## src/rtl/pbmr_pkg.sv

```systemverilog
// Shared constants and carrier types for the basic management register bank
package pbmr_pkg;

    // Timing
    localparam int unsigned CLK_PERIOD_NS       = 25;
    localparam int unsigned SOFT_RESET_TIME_NS  = 500;
    localparam int unsigned SOFT_RESET_CYCLES   = (SOFT_RESET_TIME_NS + CLK_PERIOD_NS - 1) / CLK_PERIOD_NS;
    localparam int unsigned AN_RESTART_TIME_NS  = 50;
    localparam int unsigned AN_RESTART_CYCLES   = (AN_RESTART_TIME_NS + CLK_PERIOD_NS - 1) / CLK_PERIOD_NS;

    // Register indices
    localparam int unsigned ADDR_W              = 5;
    localparam logic [4:0]  BASIC_CONTROL       = 5'h00;
    localparam logic [4:0]  BASIC_STATUS        = 5'h01;
    localparam logic [4:0]  IDENTIFIER_HIGH     = 5'h02;
    localparam logic [4:0]  IDENTIFIER_LOW      = 5'h03;

    // Control bit positions
    localparam int unsigned CTRL_SOFT_RESET_BIT = 15;
    localparam int unsigned CTRL_LOOPBACK_BIT   = 14;
    localparam int unsigned CTRL_SPEED_BIT      = 13;
    localparam int unsigned CTRL_AN_ENABLE_BIT  = 12;
    localparam int unsigned CTRL_POWER_DOWN_BIT = 11;
    localparam int unsigned CTRL_ISOLATE_BIT    = 10;
    localparam int unsigned CTRL_AN_RESTART_BIT = 9;
    localparam int unsigned CTRL_DUPLEX_BIT     = 8;

    // Control reset values
    localparam logic        CTRL_LOOPBACK_RST   = 1'h0;
    localparam logic        CTRL_POWER_DOWN_RST = 1'h0;
    localparam logic        CTRL_ISOLATE_RST    = 1'h0;

    // Strap positions
    localparam int unsigned STRAP_DUPLEX_BIT    = 0;
    localparam int unsigned STRAP_SPEED_BIT     = 1;
    localparam int unsigned STRAP_AN_BIT        = 2;

    // Status bit positions and fixed field
    localparam int unsigned STAT_AN_DONE_BIT    = 5;
    localparam int unsigned STAT_RFAULT_BIT     = 4;
    localparam int unsigned STAT_LINK_BIT       = 2;
    localparam int unsigned STAT_JABBER_BIT     = 1;
    localparam logic [15:0] STAT_FIXED_MASK     = 16'hff09;
    localparam logic [15:0] STAT_FIXED_ONES     = 16'h7809;

    // Identifier field positions
    localparam int unsigned ID_ORG_LOW_W        = 16;
    localparam int unsigned ID_ORG_W            = 22;
    localparam int unsigned ID_MODEL_LSB        = 4;
    localparam int unsigned ID_ORG_HI_LSB       = 10;

    typedef struct packed {
        logic loopback;
        logic speed_100;
        logic an_enable;
        logic power_down;
        logic isolate;
        logic full_duplex;
    } pbmr_ctrl_t;

    typedef struct packed {
        logic link_up;
        logic remote_fault;
        logic jabber;
        logic an_complete;
    } pbmr_live_t;

    typedef struct packed {
        logic [4:0]  addr;
        logic        wr_en;
        logic        rd_en;
        logic [15:0] wr_data;
    } pbmr_req_t;

endpackage

```

## src/rtl/pbmr_selfclr.sv

```systemverilog
// Self-clearing busy timer started by a one-cycle request
`timescale 1ns/1ps
module pbmr_selfclr #(
    parameter int unsigned CYCLES = 2
) (
    input  wire logic sys_clk,
    input  wire logic rst_n,
    input  wire logic start,
    output logic      busy
);
    localparam int unsigned CW = $clog2(CYCLES + 1);

    typedef struct packed {
        logic          busy;
        logic [CW-1:0] cnt;
    } pbmr_sc_state_t;

    pbmr_sc_state_t r;
    pbmr_sc_state_t next_r;

    always_comb begin
        next_r = r;
        if (r.busy) begin
            if (r.cnt == '0) begin
                next_r.busy = 1'b0;
            end else begin
                next_r.cnt = r.cnt - CW'(1);
            end
        end else if (start) begin
            next_r.busy = 1'b1;
            next_r.cnt  = CW'(CYCLES - 1);
        end
    end

    always_ff @(posedge sys_clk) begin
        if (!rst_n) begin
            r <= '0;
        end else begin
            r <= next_r;
        end
    end

    assign busy = r.busy;
endmodule // pbmr_selfclr

```

## src/rtl/pbmr_latch.sv

```systemverilog
// One latched status flag, latch-high or latch-low, released by a read
`timescale 1ns/1ps
module pbmr_latch #(
    parameter bit LATCH_HIGH = 1'b1
) (
    input  wire logic sys_clk,
    input  wire logic rst_n,
    input  wire logic cond,
    input  wire logic rd_release,
    output logic      q
);
    typedef struct packed {
        logic q;
    } pbmr_lt_state_t;

    pbmr_lt_state_t r;
    pbmr_lt_state_t next_r;

    always_comb begin
        next_r = r;
        if (rd_release) begin
            next_r.q = cond;
        end else if (LATCH_HIGH) begin
            next_r.q = r.q | cond;
        end else begin
            next_r.q = r.q & cond;
        end
    end

    always_ff @(posedge sys_clk) begin
        if (!rst_n) begin
            r <= '0;
        end else begin
            r <= next_r;
        end
    end

    assign q = r.q;

    generate
        if (LATCH_HIGH) begin : g_high

        end else begin : g_low

        end
    endgenerate
endmodule // pbmr_latch

```

## src/rtl/pbmr_regs.sv

```systemverilog
// Basic control, basic status and identifier register bank
`timescale 1ns/1ps

// What this block does
// - Writing control bit 15 starts soft reset; bit self-clears when reset completes.
// - Soft reset restores loopback, power-down and isolate defaults; straps are not resampled.
// - Control bit 14 selects loopback; resets to zero.
// - Control bit 13 forces 100 or 10 Mbps; ignored while auto-negotiation enabled.
// - Control bit 12 enables auto-negotiation, overriding forced speed and duplex.
// - Control bit 11 selects general power-down.
// - Control bit 10 isolates the MAC data interface.
// - Writing control bit 9 restarts auto-negotiation; bit self-clears.
// - Control bit 8 forces full or half duplex; ignored while auto-negotiation enabled.
// - Speed, auto-negotiation and duplex defaults come from sampled three-bit straps.
// - Status bits 14 to 11 read as ones.
// - Status bits 15, 10, 9 and 8 read as zeros.
// - Status bit 5 shows auto-negotiation complete.
// - Status bit 4 is a latched-high remote fault flag.
// - Status bits 3 and 0 read as ones.
// - Status bit 2 shows link, latched low until read.
// - Status bit 1 is a latched-high jabber flag.
// - Identifier high holds organisation identifier bits 3 through 18.
// - Identifier low holds organisation bits 19 to 24 and six-bit model.
// - Identifier low bits 3:0 hold the revision number.
// - Latched-high bit stays set until read, then follows the live condition.
// - Latched-low bit stays low until the register is read.
module pbmr_regs #(
    parameter logic [21:0] ORG_ID   = 22'h000000,  // Arbitrary value
    parameter logic [5:0]  MODEL_ID = 6'h2a,       // Arbitrary value
    parameter logic [3:0]  REV_ID   = 4'h1         // Arbitrary value
) (
    input  wire logic                 sys_clk,
    input  wire logic                 rst_n,
    input  wire logic [2:0]           mode_strap,
    input  wire pbmr_pkg::pbmr_req_t  req,
    output logic [15:0]               rd_data,
    output logic                      rd_valid,
    input  wire pbmr_pkg::pbmr_live_t live,
    input  wire logic                 an_resolved_100,
    input  wire logic                 an_resolved_full,
    output pbmr_pkg::pbmr_ctrl_t      phy_ctrl,
    output logic                      eff_speed_100,
    output logic                      eff_full_duplex,
    output logic                      soft_reset_busy,
    output logic                      an_restart_busy
);
    localparam int SR_MAX = int'(pbmr_pkg::SOFT_RESET_CYCLES) + 1;
    localparam int AR_MAX = int'(pbmr_pkg::AN_RESTART_CYCLES) + 1;

    typedef struct packed {
        pbmr_pkg::pbmr_ctrl_t ctrl;
        logic [15:0]          id_high;
        logic [15:0]          id_low;
        logic [15:0]          rd_data;
        logic                 rd_valid;
        logic                 strap_pending;
        logic                 eff_speed_100;
        logic                 eff_full_duplex;
    } pbmr_state_t;

    localparam pbmr_state_t ST_RST = '{
        ctrl: '{
            loopback:    pbmr_pkg::CTRL_LOOPBACK_RST,
            speed_100:   1'h0,
            an_enable:   1'h0,
            power_down:  pbmr_pkg::CTRL_POWER_DOWN_RST,
            isolate:     pbmr_pkg::CTRL_ISOLATE_RST,
            full_duplex: 1'h0
        },
        id_high:         ORG_ID[15:0],
        id_low:          {ORG_ID[21:16], MODEL_ID, REV_ID},
        rd_data:         16'h0000,
        rd_valid:        1'h0,
        strap_pending:   1'h1,
        eff_speed_100:   1'h0,
        eff_full_duplex: 1'h0
    };

    pbmr_state_t r;
    pbmr_state_t next_r;

    logic        wr_ctrl;
    logic        sr_start;
    logic        ar_start;
    logic        rd_status;
    logic        rfault_q;
    logic        link_q;
    logic        jabber_q;
    logic [15:0] ctrl_word;
    logic [15:0] status_word;

    assign wr_ctrl   = req.wr_en && req.addr == pbmr_pkg::BASIC_CONTROL && !soft_reset_busy;
    assign sr_start  = wr_ctrl && req.wr_data[pbmr_pkg::CTRL_SOFT_RESET_BIT];
    assign ar_start  = wr_ctrl && !req.wr_data[pbmr_pkg::CTRL_SOFT_RESET_BIT]
                       && req.wr_data[pbmr_pkg::CTRL_AN_RESTART_BIT];
    assign rd_status = req.rd_en && req.addr == pbmr_pkg::BASIC_STATUS;

    pbmr_selfclr #(
        .CYCLES (pbmr_pkg::SOFT_RESET_CYCLES)
    ) u_soft_reset (
        .sys_clk (sys_clk),
        .rst_n   (rst_n),
        .start   (sr_start),
        .busy    (soft_reset_busy)
    );

    pbmr_selfclr #(
        .CYCLES (pbmr_pkg::AN_RESTART_CYCLES)
    ) u_an_restart (
        .sys_clk (sys_clk),
        .rst_n   (rst_n && !soft_reset_busy),
        .start   (ar_start),
        .busy    (an_restart_busy)
    );

    pbmr_latch #(.LATCH_HIGH (1'b1)) u_rfault (
        .sys_clk    (sys_clk),
        .rst_n      (rst_n),
        .cond       (live.remote_fault),
        .rd_release (rd_status),
        .q          (rfault_q)
    );

    pbmr_latch #(.LATCH_HIGH (1'b0)) u_link (
        .sys_clk    (sys_clk),
        .rst_n      (rst_n),
        .cond       (live.link_up),
        .rd_release (rd_status),
        .q          (link_q)
    );

    pbmr_latch #(.LATCH_HIGH (1'b1)) u_jabber (
        .sys_clk    (sys_clk),
        .rst_n      (rst_n),
        .cond       (live.jabber),
        .rd_release (rd_status),
        .q          (jabber_q)
    );

    // Read words
    always_comb begin
        ctrl_word = 16'h0000;
        ctrl_word[pbmr_pkg::CTRL_SOFT_RESET_BIT] = soft_reset_busy;
        ctrl_word[pbmr_pkg::CTRL_LOOPBACK_BIT]   = r.ctrl.loopback;
        ctrl_word[pbmr_pkg::CTRL_SPEED_BIT]      = r.ctrl.speed_100;
        ctrl_word[pbmr_pkg::CTRL_AN_ENABLE_BIT]  = r.ctrl.an_enable;
        ctrl_word[pbmr_pkg::CTRL_POWER_DOWN_BIT] = r.ctrl.power_down;
        ctrl_word[pbmr_pkg::CTRL_ISOLATE_BIT]    = r.ctrl.isolate;
        ctrl_word[pbmr_pkg::CTRL_AN_RESTART_BIT] = an_restart_busy;
        ctrl_word[pbmr_pkg::CTRL_DUPLEX_BIT]     = r.ctrl.full_duplex;

        status_word = pbmr_pkg::STAT_FIXED_ONES;
        status_word[pbmr_pkg::STAT_AN_DONE_BIT] = live.an_complete;
        status_word[pbmr_pkg::STAT_RFAULT_BIT]  = rfault_q;
        status_word[pbmr_pkg::STAT_LINK_BIT]    = link_q;
        status_word[pbmr_pkg::STAT_JABBER_BIT]  = jabber_q;
    end

    always_comb begin
        next_r = r;
        next_r.rd_valid = 1'b0;

        // Ordinary control write; a soft reset write carries no other settings
        if (wr_ctrl && !req.wr_data[pbmr_pkg::CTRL_SOFT_RESET_BIT]) begin
            next_r.ctrl.loopback    = req.wr_data[pbmr_pkg::CTRL_LOOPBACK_BIT];
            next_r.ctrl.speed_100   = req.wr_data[pbmr_pkg::CTRL_SPEED_BIT];
            next_r.ctrl.an_enable   = req.wr_data[pbmr_pkg::CTRL_AN_ENABLE_BIT];
            next_r.ctrl.power_down  = req.wr_data[pbmr_pkg::CTRL_POWER_DOWN_BIT];
            next_r.ctrl.isolate     = req.wr_data[pbmr_pkg::CTRL_ISOLATE_BIT];
            next_r.ctrl.full_duplex = req.wr_data[pbmr_pkg::CTRL_DUPLEX_BIT];
        end

        // Soft reset: restore fixed defaults, keep strap-derived bits
        if (sr_start || soft_reset_busy) begin
            next_r.ctrl.loopback   = pbmr_pkg::CTRL_LOOPBACK_RST;
            next_r.ctrl.power_down = pbmr_pkg::CTRL_POWER_DOWN_RST;
            next_r.ctrl.isolate    = pbmr_pkg::CTRL_ISOLATE_RST;
        end

        // Straps are taken once, in the first cycle after reset release
        if (r.strap_pending) begin
            next_r.ctrl.speed_100   = mode_strap[pbmr_pkg::STRAP_SPEED_BIT];
            next_r.ctrl.an_enable   = mode_strap[pbmr_pkg::STRAP_AN_BIT];
            next_r.ctrl.full_duplex = mode_strap[pbmr_pkg::STRAP_DUPLEX_BIT];
            next_r.strap_pending    = 1'b0;
        end

        // Identifier writes
        if (req.wr_en && req.addr == pbmr_pkg::IDENTIFIER_HIGH) begin
            next_r.id_high = req.wr_data;
        end
        if (req.wr_en && req.addr == pbmr_pkg::IDENTIFIER_LOW) begin
            next_r.id_low = req.wr_data;
        end

        // Effective mode: negotiated result overrides forced bits
        next_r.eff_speed_100   = r.ctrl.an_enable ? an_resolved_100 : r.ctrl.speed_100;
        next_r.eff_full_duplex = r.ctrl.an_enable ? an_resolved_full : r.ctrl.full_duplex;

        // Register read, unmapped indices read zero
        if (req.rd_en) begin
            next_r.rd_valid = 1'b1;
            unique case (req.addr)
                pbmr_pkg::BASIC_CONTROL:   next_r.rd_data = ctrl_word;
                pbmr_pkg::BASIC_STATUS:    next_r.rd_data = status_word;
                pbmr_pkg::IDENTIFIER_HIGH: next_r.rd_data = r.id_high;
                pbmr_pkg::IDENTIFIER_LOW:  next_r.rd_data = r.id_low;
                default:                   next_r.rd_data = 16'h0000;
            endcase
        end
    end

    always_ff @(posedge sys_clk) begin
        if (!rst_n) begin
            r <= ST_RST;
        end else begin
            r <= next_r;
        end
    end

    assign rd_data         = r.rd_data;
    assign rd_valid        = r.rd_valid;
    assign phy_ctrl        = r.ctrl;
    assign eff_speed_100   = r.eff_speed_100;
    assign eff_full_duplex = r.eff_full_duplex;
endmodule // pbmr_regs

```

## config.mk

```make
export PLATFORM = sky130hd
export DESIGN_NAME = pbmr_regs
export DESIGN_NICKNAME = d
export VERILOG_FILES = /design/src/rtl/pbmr_pkg.sv /design/src/rtl/pbmr_selfclr.sv /design/src/rtl/pbmr_latch.sv /design/src/rtl/pbmr_regs.sv
export SDC_FILE = /design/constraint.sdc
export NUM_CORES = 1
export LEC_CHECK = 0
export ABC_AREA = 1
export BUFFER_PORTS_ARGS = -buffer_cell sky130_fd_sc_hd__buf_4
export CAP_MARGIN = 20
export CORE_UTILIZATION = 25
export DETAILED_ROUTE_END_ITERATION = 8
export HOLD_SLACK_MARGIN = 0.1
export MAX_ROUTING_LAYER = met4
export PLACE_DENSITY = 0.5
export SLEW_MARGIN = 10
export SYNTH_ARGS = -nofsm -noshare
export SYNTH_HDL_FRONTEND = slang
export SYNTH_SLANG_ARGS = --single-unit
```

## constraint.sdc

```tcl
create_clock -name sys_clk -period 1.8 [get_ports sys_clk]
set_input_delay 0.36 -clock sys_clk [delete_from_list [all_inputs] [get_ports sys_clk]]
set_output_delay 0.36 -clock sys_clk [all_outputs]
set_load 0.03 [all_outputs]
```

==> metrics.txt <==
area grow syn2layout 24.9%; global route overflow 0; htree depth 3; first-pass GRT wire length about 14000 um; TNS Setup 0 ns; Gate Count Post-Synth ~420; Data arrival, critical path 1.09 ns; via density per instance approximately 4.7; pre-CTS setup slack between 0.2 and 0.25 ns; die height 116 um; Seq cells post-synth 70; Root Buffer clkbuf_16; Worst Reg2Reg Path Length in Cells 7; Worst VDD drop around 0.46 mV; fillers about 1.4k; max-slew violation count 0; crit path time final around 1.4 ns; worst-path cell chain buf_4; Max-Slew Margin vs Limit 70.2%; Final GP Congestion between 0.8 and 0.9; vias in the first global route ~2.7k; drt pass-1 iters 4; post-CTS setup buffer count 0; total power 3.94 mW; Req. time, crit path roughly 1.4 ns; Hold Slack 0.240 ns; initial core utilization between 20% and 30%; synth top area cells dfxtp_1 43%, a21oi_1 9.4%, nand4_1 7.5%; Syn Std Cell Area roughly 3300 um2; Final #Nets 495; total of max-cap violations 0; Tcrit/Tclk final ~80%; Crit Path Max Fanout 7; layout cells sized above 1 a little under a quarter; P per Cell Area 969 nW/um2; Syn Area/Cell 7.72 um2; status completed; DRC viols 0; die area ~13000 um2; Hold Fails Final Rpt 0; cell depth of the worst setup path 1; Worst-Skew Late Latency approximately 0.33 ns; clk sink count 70; Die W around 120 um; Hold WC Path Type input pin to flop; CTS tree built; # rows 41; footprint of the multi-input gates approximately 1400 um2; Seq. cell area ~1400 um2; sequential share of the synthesized area between 40 and 50%; Hold Crit Depth 3; WL/cell approximately 13 um; worst setup path class flop to output port; Final WS setup about 0.35 ns; final wirelength 8550 um; Final setup viols 0; # IOs a little over 60; initial antenna violation count 0; fmax between 0.6 and 0.7 GHz; Total GRT Usage between 10% and 20%; clock slew at reported path FFs 0.06 ns; Crit path largest cell delay around 0.52 ns; CP Launch Type flop; largest net degree at the start of global routing 40; Synth Warn # 0; Crit path buffers/inverters 1; Tightest Pin Transition ~0.45 ns; Top Family by Delay on Critical Path flip-flops; post-cts resize count 0; leading area contributor after synthesis dfxtp_1; RSZ-0062 raised after global routing no; DRT iter0 DRCs 170; Leak 1.70 nW; cts hold-fix bufs 0; total CTS buffers 9; Worst Skew between 0.006 and 0.007 ns; Port Buffers 60; Slowest-stage cell, CP dfxtp_1; core area roughly 13000 um2; DP Wirelength 6240 um; syn nets about 460; diode count 0; Yosys top cell area share between 40% and 50%; Vias just under 3k; clock buffer depth 2; antenna-violating nets left 0; Unique masters post-synth 31; Worst Setup End Kind output port
==> final timing paths <==
kind | start | to | slack (ns)
worst min register to register | u_link.q | u_link.q | 0.46
worst max register to register | u_soft_reset.r[0] | u_soft_reset.r[4] | 0.42
worst max-delay path | u_soft_reset.busy | soft_reset_busy | 0.35
worst min-delay path | live[2] | u_rfault.q | 0.24
==> cells in the final DEF, fill, tap and decap left out <==
cell / count
buf_4: 73
dfxtp_1: 70
a21oi_1: 61
nand2_1: 55
nand4_1: 39
inv_1: 32
o21ai_1: 28
nor2_1: 22
nand3_1: 21
o21ai_0: 11
clkbuf_16: 9
o211ai_1: 7
inv_2: 3
nor2_2: 3
ha_1: 3
bufinv_16: 3
clkinv_2: 2
nor2_4: 2
nand3_2: 2
nor3_1: 2
nand3_4: 2
nand2_2: 2
xor2_1: 2
clkinv_4: 2
clkinv_1: 1
nand2_4: 1
nor2_8: 1
or2_2: 1
a21o_1: 1
xnor2_1: 1
inv_6: 1
==> through the flow <==
stage	std cells	util, %	instance area, um2
3_3_place_gp	619	29.4	3720
4_1_cts	635	32.1	4070
2_1_floorplan	422	-	3260
5_1_grt	635	32.1	4070
3_5_place_dp	619	29.4	3720
6_report	635	32.1	4070
==> power by group <==
part	switching, mW	internal [mW]
clock	0.690	1.36
sequential	0.0194	1.58
combinational	0.189	0.109
total	0.898	3.05
==> cell usage after synthesis, drive strengths merged <==
master,n
clkinv,2
o211ai,7
nand3,25
nor2,28
dfxtp,70
nand2,58
ha,3
a21o,1
or2,1
nand4,39
nor3,2
a21oi,61
xor2,2
clkbuf,8
inv,35
xnor2,1
buf,40
o21ai,39
==> cells by family after synthesis <==
group | Yosys count | share of synthesized area [%]
adder cells (fa/ha/maj) | 3 | 1.15
flip-flops | 70 | 43.0
AO/OA/AOI/OAI | 108 | 17.2
AND/OR/NAND/NOR | 153 | 24.4
XOR/XNOR | 3 | 0.807
buffers and inverters | 85 | 13.4
==> state kept, by name, indices dropped and copies added (netlist names), 2 cells and up <==
register / flops
phy_ctrl: 6
rd_data: 16
u_soft_reset.r: 5
u_an_restart.r: 2
r: 33
==> per-layer routing <==
layer	track usage, %	vias to the layer above	wire (um)
met1	18.3	1362	3990
met2	20.6	86	3790
li1	-	1498	-
met4	7.09	0	159
met5	-	-	0
met3	2.49	11	608
==> worst min-delay path, stage by stage <==
cell and delay, ns:
buf_4 0.08, a21oi_1 0.03, nor2_1 0.07
==> area by class of cell <==
class                   count  share of cell area [%]
well taps                 172                    5.29
flip-flops and latches     70                    34.4
repair buffers             73                    13.5
clock inverters             7                    2.98
clock buffers               9                    5.53
inverters                  37                    3.44
multi-input cells         267                    34.9
Power figures use the tool's default switching activity.
